### src/logic/bbx_defs.vh
// constants of the byte and bit operation execution block
`ifndef BBX_DEFS_VH
`define BBX_DEFS_VH

// ==========================================================
// opcode fields
`define BBX_OP_ADD_ACC_TO_FILE 6'h07
`define BBX_OP_AND_ACC_WITH_FILE 6'h05
`define BBX_OP_CLEAR_FILE_BIT 4'h4
`define BBX_OP_TEST_BIT_SKIP_WHEN_ZERO 4'h6
`define BBX_INSTR_W 14
`define BBX_FILE_ADDR_W 7
`define BBX_FILE_DEPTH 128
`define BBX_DEST_BIT 7

// ==========================================================
// register byte addresses
`define BBX_ADDR_W 10
`define BBX_OFF_ACC 10'h000
`define BBX_OFF_STATUS 10'h004
`define BBX_OFF_LAST_INSTR 10'h008
`define BBX_FILE_BASE_BIT 9

// ==========================================================
// status fields
`define BBX_ST_CARRY 0
`define BBX_ST_NIBBLE 1
`define BBX_ST_ZERO 2
`define BBX_ST_SKIP 3
`define BBX_ST_NOP 4

// ==========================================================
// reset values
`define BBX_RST_ACC 8'h00
`define BBX_RST_PHASE 4'h1

`endif

### src/logic/bbx_exec.v
// execution datapath for add, and, bit clear and bit test with skip
//
// Behaviour
// - Opcode 00 0111 adds the accumulator to the addressed file register and updates carry, nibble overflow and zero.
// - Opcode 00 0101 ands the accumulator with the file register and updates only zero.
// - For add and and, destination bit 0 writes the accumulator and 1 writes the file register back.
// - The file operand is a 7-bit address from 0 to 127 and the destination is one bit.
// - Add and and finish in one cycle: decode in Q1, read in Q2, compute in Q3, write in Q4.
// - Opcode 01 00bb clears bit b of the addressed register in one cycle and leaves all flags alone.
// - Opcode 01 10bb reads the register in Q2 with bit index 0 to 7, writes nothing and changes no flag.
// - A tested bit of zero discards the word fetched in the next Q1 and runs a second no-operation cycle.
`timescale 1ns/1ps
`default_nettype none
`include "bbx_defs.vh"

module bbx_exec (
  // clock and reset
  input wire clk_sys,
  input wire rst_b,
  // instruction fetch side
  input wire instr_valid,
  input wire [13:0] instr_word,
  output wire instr_ready,
  output reg nop_cycle_q,
  // avalon-mm slave
  input wire [9:0] avs_address,
  input wire avs_read,
  input wire avs_write,
  input wire [31:0] avs_writedata,
  input wire [3:0] avs_byteenable,
  output reg [31:0] avs_readdata,
  output wire avs_waitrequest
);

  // ==========================================================
  // phases
  wire [3:0] phase_q;
  wire q1;
  wire q2;
  wire q3;
  wire q4;

  bbx_qphase u_phase (
    .clk_sys(clk_sys),
    .rst_b(rst_b),
    .phase_q(phase_q)
  );

  assign q1 = phase_q[0];
  assign q2 = phase_q[1];
  assign q3 = phase_q[2];
  assign q4 = phase_q[3];

  // ==========================================================
  // state
  reg [7:0] file_mem [0:`BBX_FILE_DEPTH-1];
  reg [7:0] acc_q;
  reg carry_q;
  reg nibble_overflow_flag_q;
  reg zero_q;
  reg skip_q;
  reg ex_valid_q;
  reg [13:0] instr_q;
  reg [7:0] rd_q;
  reg [7:0] res_q;
  reg res_carry_q;
  reg res_nibble_q;
  reg test_bit_q;
  reg rd_hold_q;

  // ==========================================================
  // decode
  wire [6:0] f_addr;
  wire dest_file;
  wire [2:0] bit_idx;
  wire is_add;
  wire is_and;
  wire is_clr;
  wire is_tst;
  wire fetch_take;

  assign f_addr = instr_q[`BBX_FILE_ADDR_W-1:0];
  assign dest_file = instr_q[`BBX_DEST_BIT];
  assign bit_idx = instr_q[9:7];
  assign is_add = ex_valid_q && (instr_q[13:8] == `BBX_OP_ADD_ACC_TO_FILE);
  assign is_and = ex_valid_q && (instr_q[13:8] == `BBX_OP_AND_ACC_WITH_FILE);
  assign is_clr = ex_valid_q && (instr_q[13:10] == `BBX_OP_CLEAR_FILE_BIT);
  assign is_tst = ex_valid_q && (instr_q[13:10] == `BBX_OP_TEST_BIT_SKIP_WHEN_ZERO);

  assign instr_ready = q1;
  assign fetch_take = q1 && instr_valid;

  // ==========================================================
  // q1 decode and skip handling
  always @(posedge clk_sys) begin
    if (!rst_b) begin
      ex_valid_q <= 1'b0;
      instr_q <= 14'h0000;
      nop_cycle_q <= 1'b0;
    end else if (q1) begin
      // a pending skip turns the fetched word into a no-operation
      ex_valid_q <= fetch_take && !skip_q;
      nop_cycle_q <= skip_q;
      if (fetch_take) begin
        instr_q <= instr_word;
      end
    end
  end

  // ==========================================================
  // q2 read and q3 compute
  wire [8:0] sum_full;
  wire [4:0] sum_low;
  wire [7:0] bit_mask;

  assign sum_full = {1'b0, acc_q} + {1'b0, rd_q};
  assign sum_low = {1'b0, acc_q[3:0]} + {1'b0, rd_q[3:0]};
  assign bit_mask = 8'h01 << bit_idx;

  always @(posedge clk_sys) begin
    if (!rst_b) begin
      rd_q <= 8'h00;
      res_q <= 8'h00;
      res_carry_q <= 1'b0;
      res_nibble_q <= 1'b0;
      test_bit_q <= 1'b1;
    end else begin
      if (q2) begin
        rd_q <= file_mem[f_addr];
      end
      if (q3) begin
        res_carry_q <= sum_full[8];
        res_nibble_q <= sum_low[4];
        test_bit_q <= |(rd_q & bit_mask);
        if (is_add) begin
          res_q <= sum_full[7:0];
        end else if (is_and) begin
          res_q <= acc_q & rd_q;
        end else begin
          res_q <= rd_q & ~bit_mask;
        end
      end
    end
  end

  // ==========================================================
  // bus decode
  wire bus_wr;
  wire wr_lane;
  wire file_sel;
  wire [6:0] bus_faddr;

  assign wr_lane = avs_byteenable[0];
  assign bus_wr = q1 && avs_write && wr_lane;
  assign file_sel = avs_address[`BBX_FILE_BASE_BIT];
  assign bus_faddr = avs_address[8:2];

  // writes land in q1, reads are captured in q1 and answered in q2
  assign avs_waitrequest = avs_write ? !q1 : (avs_read ? !(q2 && rd_hold_q) : 1'b1);

  // ==========================================================
  // q4 write back and bus writes
  always @(posedge clk_sys) begin
    if (q4 && (is_clr || ((is_add || is_and) && dest_file))) begin
      file_mem[f_addr] <= res_q;
    end else if (bus_wr && file_sel) begin
      file_mem[bus_faddr] <= avs_writedata[7:0];
    end
  end

  always @(posedge clk_sys) begin
    if (!rst_b) begin
      acc_q <= `BBX_RST_ACC;
      carry_q <= 1'b0;
      nibble_overflow_flag_q <= 1'b0;
      zero_q <= 1'b0;
      skip_q <= 1'b0;
    end else begin
      if (q4) begin
        if ((is_add || is_and) && !dest_file) begin
          acc_q <= res_q;
        end
        if (is_add) begin
          carry_q <= res_carry_q;
          nibble_overflow_flag_q <= res_nibble_q;
        end
        if (is_add || is_and) begin
          zero_q <= (res_q == 8'h00);
        end
        skip_q <= is_tst && !test_bit_q;
      end else if (q1) begin
        skip_q <= 1'b0;
        if (bus_wr && !file_sel && (avs_address == `BBX_OFF_ACC)) begin
          acc_q <= avs_writedata[7:0];
        end
        if (bus_wr && !file_sel && (avs_address == `BBX_OFF_STATUS)) begin
          carry_q <= avs_writedata[`BBX_ST_CARRY];
          nibble_overflow_flag_q <= avs_writedata[`BBX_ST_NIBBLE];
          zero_q <= avs_writedata[`BBX_ST_ZERO];
        end
      end
    end
  end

  // ==========================================================
  // read data capture
  reg [31:0] rd_mux;

  always @* begin
    rd_mux = 32'h0000_0000;
    if (file_sel) begin
      rd_mux = {24'h00_0000, file_mem[bus_faddr]};
    end else if (avs_address == `BBX_OFF_ACC) begin
      rd_mux = {24'h00_0000, acc_q};
    end else if (avs_address == `BBX_OFF_STATUS) begin
      rd_mux[`BBX_ST_CARRY] = carry_q;
      rd_mux[`BBX_ST_NIBBLE] = nibble_overflow_flag_q;
      rd_mux[`BBX_ST_ZERO] = zero_q;
      rd_mux[`BBX_ST_SKIP] = skip_q;
      rd_mux[`BBX_ST_NOP] = nop_cycle_q;
    end else if (avs_address == `BBX_OFF_LAST_INSTR) begin
      rd_mux = {18'h0_0000, instr_q};
    end
  end

  always @(posedge clk_sys) begin
    if (!rst_b) begin
      avs_readdata <= 32'h0000_0000;
      rd_hold_q <= 1'b0;
    end else begin
      rd_hold_q <= q1 && avs_read && !avs_write;
      if (q1 && avs_read) begin
        avs_readdata <= rd_mux;
      end
    end
  end

endmodule
`default_nettype wire

### src/logic/bbx_qphase.v
// four phase machine cycle generator
`timescale 1ns/1ps
`default_nettype none
`include "bbx_defs.vh"

module bbx_qphase (
  // clock and reset
  input wire clk_sys,
  input wire rst_b,
  // one-hot phase, bit 0 is the first phase
  output reg [3:0] phase_q
);

  always @(posedge clk_sys) begin
    if (!rst_b) begin
      phase_q <= `BBX_RST_PHASE;
    end else begin
      phase_q <= {phase_q[2:0], phase_q[3]};
    end
  end

endmodule
`default_nettype wire

### config.mk
export PLATFORM = sky130hd
export DESIGN_NAME = bbx_exec
export DESIGN_NICKNAME = d
export VERILOG_FILES = /design/src/logic/bbx_exec.v /design/src/logic/bbx_qphase.v
export VERILOG_INCLUDE_DIRS = /design/src /design/src/logic
export SDC_FILE = /design/constraint.sdc
export NUM_CORES = 2
export LEC_CHECK = 0
export CAP_MARGIN = 20
export CORE_ASPECT_RATIO = 0.6
export CORE_MARGIN = 1.5
export CORE_UTILIZATION = 50
export DETAILED_ROUTE_END_ITERATION = 10
export DONT_BUFFER_PORTS = 1
export PLACE_DENSITY = 0.73
export SLEW_MARGIN = 10
export SYNTH_ARGS = -nofsm -noshare
export SYNTH_HDL_FRONTEND = slang
export SYNTH_SLANG_ARGS = --single-unit
### constraint.sdc
create_clock -name clk_sys -period 5.5 [get_ports clk_sys]
set_clock_uncertainty 0.15 [all_clocks]
set_input_delay 1.1 -clock clk_sys [delete_from_list [all_inputs] [get_ports clk_sys]]
set_output_delay 1.1 -clock clk_sys [all_outputs]
set_load 0.02 [all_outputs]
## Word level (Yosys, flattened, before mapping)

Memory sizes are Yosys's and may differ from the RTL's. A register that Yosys moved wholly into a read port is not among the register bits.
Cells that the tools add are included.

- Add/subtract/negate cells: 2
- Eq/ne operators: 9
- Shifts and indexed selects: 1
- Muxes and demuxes: 35
- Bitwise logic cells: 4
- Reduce and logical (&&, ||, !) cells: 40

Operators by type and width:

| kind | count |
|---|---|
| $mux W32 | 2 |
| $mux W8 | 7 |
| $mux W27 | 1 |
| $and A8 B8 Y8 | 3 |
| $mux W1 | 22 |
| $logic_and A1 B1 Y1 | 19 |
| $reduce_or A8 Y1 | 2 |
| $mux W14 | 1 |
| $eq A6 B3 Y1 const B | 2 |
| $eq A10 B3 Y1 const B | 1 |
| $eq A10 B4 Y1 const B | 1 |
| $logic_not A10 Y1 | 1 |
| $add A8 B8 Y9 | 1 |
| $reduce_and A3 Y1 | 3 |
| $eq A4 B3 Y1 const B | 2 |
| $logic_not A1 Y1 | 8 |
| $logic_not A8 Y1 | 1 |
| $not A8 Y8 | 1 |
| $shl A1 B3 Y8 const A | 1 |
| $mux W7 | 1 |
| $ne A2 B2 Y1 const B | 3 |
| $reduce_bool A2 Y1 | 3 |
| $add A4 B4 Y5 | 1 |
| $mux W5 | 1 |
| other kinds (2) | 3 |

- Register bits: 76
- RAM bits: 1,024
- Input port bits: 65
- Output and inout port bits: 35
- Word-level logic and storage cells: 107
- Memories: 1

Memories:

| name | words | bits a word | read ports | clocked after memory_dff | wr ports | line | RTL |
|---|---|---|---|---|---|---|---|
| file_mem | 128 | 8 | 2 | 1 | 1 | bbx_exec.v:56 | `` reg [7:0] file_mem [0:`BBX_FILE_DEPTH-1]; `` |

## Depth between registers and ports, before layout

- Depth in word-level cells: 10
- Gate-level depth with buffers: 13
- Mapped depth without buffers: 10

## Modules after synthesis

From an unflattened synthesis, not the netlist that was laid out.

- Cell total of the unflattened synthesis: 2,846
- Area, all modules: 51,964.8 µm²

By module, submodules not included:

| module | instances | cells an instance | area each (µm²) | seq. area each (µm²) |
|---|---|---|---|---|
| bbx_exec | 1 | 2,838 | 51,859.7 | 31,990.7 |
| bbx_qphase | 1 | 8 | 105.1 | 80.1 |

## Worst setup path before layout

No wires, ideal clock.

- Path kind: input to register
- From: in avs_address[2]
- To: mem file_mem[53][0], enable pin
- Setup time: 0.383 ns
- Data arrival time: 3.367 ns
- Required time: 4.967 ns
- Setup slack: 1.600 ns
- Stages on the path: 11
- Path buffers: 7
- Path through: buf_6 > buf_12 > buf_12 > buf_6 > buf_8 > buf_6 > nand2_1 > mux2i_1 > nand3_1 > buf_2 > nor3_1

- Word-level cells in the longest chain between the ends: 1

RTL lines:

| what | line | RTL |
|---|---|---|
| start: declaration | bbx_exec.v:26 | `input wire [9:0] avs_address,` |
| $mux W7 (no source line) | n/a |  |
| end: declaration | bbx_exec.v:56 |  |

Every way passes these cells.

## Final worst setup path

- From: reg u_phase.phase_q[0]
- To: mem file_mem[0][4], enable pin

- Word-level cells in the longest chain between the ends: 8
- Elaborated cells between the ends (all ways): 9
- Those cells by class: mux: 5; reduce/logical: 4

RTL lines:

| what | line | RTL |
|---|---|---|
| start: declaration | bbx_qphase.v:11 | `output reg [3:0] phase_q` |
| start signal: assignment | bbx_qphase.v:16 | `` phase_q <= `BBX_RST_PHASE; `` |
| start signal: assignment | bbx_qphase.v:18 | `phase_q <= {phase_q[2:0], phase_q[3]};` |
| $logic_and A1 B1 Y1 * (2 in series) | bbx_exec.v:154 | `assign bus_wr = q1 && avs_write && wr_lane;` |
| $logic_and A1 B1 Y1 * | bbx_exec.v:166 | `end else if (bus_wr && file_sel) begin` |
| $mux W1 * | bbx_exec.v:166 |  |
| $mux W1 * | bbx_exec.v:164 | `if (q4 && (is_clr \|\| ((is_add \|\| is_and) && dest_file))) begin` |
| $mux W1 (not written as such) * | bbx_exec.v:167 | `file_mem[bus_faddr] <= avs_writedata[7:0];` |
| $reduce_or A8 Y1 (no source line) | n/a |  |
| $mux W7 (no source line) or $mux W1 (tied branches) | n/a |  |

Every way passes the cells marked *; elsewhere a longest branch is shown, timed or not.

==> results.md <==
- Initial Utilization: 0.505
- I/O pin count: 100
- HPWL Detailed: 104000 um
- Synth top area share: 0.592
- Wirelength per Cell: roughly 36 um
- Worst Path Arrival: ~4.6 ns
- Post CTS Setup Buffer Count: 0
- CP Data Required Time: around 5.7 ns
- Die ar.: between 0.1 and 0.15 sq mm
- Post-Place Setup Slack: approximately 0.88 ns
- Hold Path Class: in -> reg
- Failing checks: slew limit
- Synth cell types: between 70 and 80
- FILL cells: about 7600
- # setup viols final: 0
- VDD IR max: roughly 280 uV
- Synth Instances: 2757
- Worst-Skew Late Latency: around 0.7 ns
- GRT Total Usage: 0.297
- # clock sinks: between 1000 and 1500
- Routed vias: ~31000
- Top post-synthesis cells by area: edfxtp_1 59%, mux4_2 25%, dfxtp_1 2.5%
- Clock-pin slew on the worst setup and hold paths: approximately 0.070 ns
- Die width: ~420 um
- Synth Flop Type: edfxtp_1
- Worst Setup End Kind: flop
- CTS tree: yes
- Warnings, synthesis: 0
- Setup CP Type: reg -> reg
- Pwr Density: just over 300 mW/mm^2
- Period Utilization, post-route: 0.806
- Top sig layer: met5
- MaxCap Viol Count: 0
- Post-CTS Resized: 0
- Sequential share of the synthesized area: 0.618
- RSZ-0062 raised after global routing: false
- Register Area: 0.0321 sq mm
- Synth Area per Inst: about 19 sq um
- DR iter-0 viols: 5648
- CTS max path bufs: 3
- Area of the multi-input gates: between 0.015 and 0.02 sq mm
- Hold-fix buffers, CTS: 0
- Crit start category: flop
- Number of synthesized register bits: around 1100
- Routed WL: ~160000 um
- Post-DRT Antenna Nets: 0
- Initial antenna violation count: 6
- Relative max-transition margin: -0.160
- Leakage power figure: about 0.018 uW
- Synth top cells by count: 1024 x edfxtp_1, 573 x mux4_2, 109 x mux2i_1
- Layout cells sized above 1: 0.325
- Gpl congestion: between 1 and 1.5
- Met3 wire len: 28400 um
- Slew Viols, Final: 142
- Fmax: roughly 230 MHz
- Drt pass-1 iters: 7
- Final Hold Fails: 0
- H-tree depth: 3
- Final setup margin: between 1 and 1.5 ns
- First-pass GRT wire length: 221000 um
- Critical path peak fanout: 16
- Congestion Overflow GR: 0
- DR WL met2: approximately 64000 um
- CTS Buf Count: 96
- EDFF count, synth: about 1000
- Core area: about 0.10 sq mm
- Async SR Flop Fraction: 0
- Die Y: ~250 um
- Count leader, synth: edfxtp_1
- DRC violations left: 0
- # nets final: roughly 2900
- Syn Std Cell Area: between 0.05 and 0.06 sq mm
- Fin crit period: ~4.4 ns
- Status: complete, but fails checks
- Vias in the first global route: between 20000 and 30000
- Area leader, netlist: edfxtp_1
- Area growth syn-to-layout: 9.72%
- Slew at the pin closest to its max-slew limit: 1.74 ns
- Vias/cell: 7.22
- Largest net degree at the start of global routing: 287
- Cell row count: 91
- TNS Setup: 0 ns
- Buffers on Ports: 0
- DRT met1 WL: around 60000 um
- Root Driver: clkbuf_16
## state kept, by name, summed over array words and instances (netlist names), 4 cells and up
signal           count
instr_q             14
file_mem          1024
u_phase.phase_q      4
avs_readdata        14
res_q                8
acc_q                8
rd_q                 8
## stage by stage
step	hold WS, ns	instance area (sq um)	cells	power (uW)	utilization
6_report	0.319	57000	4290	17300	0.554
5_1_grt	0.315	57000	4289	17700	0.554
4_1_cts	0.279	56900	4283	17300	0.554
3_5_place_dp	0.332	53900	4106	10600	0.524
3_3_place_gp	0.321	53900	4106	10600	0.524
2_1_floorplan	0.297	52000	2774	10300	-
## final cells by class
cell class              instances  share of cell area
flip-flops and latches       1090               0.563
multi-input cells            1422               0.324
clock buffers                 128              0.0457
well taps                    1395              0.0306
repair buffers                184              0.0270
clock inverters                49             0.00791
inverters                      20             0.00136
diodes                          2           0.0000878
## where the power goes
part	switching (uW)	internal, uW
combinational	776	556
clock	3100	3710
sequential	72.3	9090
total	3950	13400
## worst paths after layout
check	end	from	cells after the start	slack [ns]
max	file_mem[0][4]	u_phase.phase_q[0]	6	1.07
max reg2reg	file_mem[0][4]	u_phase.phase_q[0]	6	1.07
min reg2reg	test_bit_q	test_bit_q	2	0.35
min	test_bit_q	rst_b	1	0.32
## cells in the final DEF, fill, tap and decap left out, types with 7 or more instances in the layout
| cell | count |
|---|---|
| a31oi_1 | 8 |
| a211oi_1 | 17 |
| mux4_2 | 573 |
| a22oi_1 | 22 |
| o22ai_1 | 34 |
| a221oi_1 | 20 |
| conb_1 | 18 |
| nor2_1 | 93 |
| buf_12 | 13 |
| mux2i_1 | 109 |
| nor2b_1 | 13 |
| nor3_1 | 105 |
| a21oi_1 | 61 |
| mux2_2 | 18 |
| bufinv_16 | 8 |
| nand3_1 | 41 |
| clkbuf_16 | 99 |
| clkbuf_1 | 27 |
| buf_4 | 167 |
| nand2_1 | 94 |
| nand2b_1 | 17 |
| inv_1 | 16 |
| o21ai_1 | 7 |
| a22o_1 | 9 |
| o21ai_0 | 37 |
| o211ai_1 | 8 |
| dfxtp_1 | 61 |
| mux2_4 | 8 |
| ha_1 | 8 |
| clkinv_2 | 17 |
| edfxtp_1 | 1024 |
| clkinv_1 | 17 |
## critical path, cell delays in order (launching register included)
cell and delay, ns:
dfxtp_1 0.71, nand4_1 0.29, a21oi_4 0.74, buf_4 0.40
mux2i_1 0.39, or2_2 0.56, nor2_1 0.79
## routing by layer
metal | vias up | track usage
met5 | - | 0.00458
met1 | 16100 | 0.440
met3 | 306 | 0.131
li1 | 11900 | -
met4 | 4 | 0.0874
met2 | 2651 | 0.395
## logic make-up after synthesis
family | after synthesis | share of synthesized area
other | 1 | 0.0000722
DFF | 1090 | 0.618
AOI/OAI and AO/OA | 273 | 0.0352
adders and majority gates | 9 | 0.00231
xor gates and xnor gates | 4 | 0.000675
and+or+nand+nor | 404 | 0.0373
muxes | 714 | 0.278
buffers and inverters | 262 | 0.0290
No activity file was read; power rests on OpenSTA's default activity.
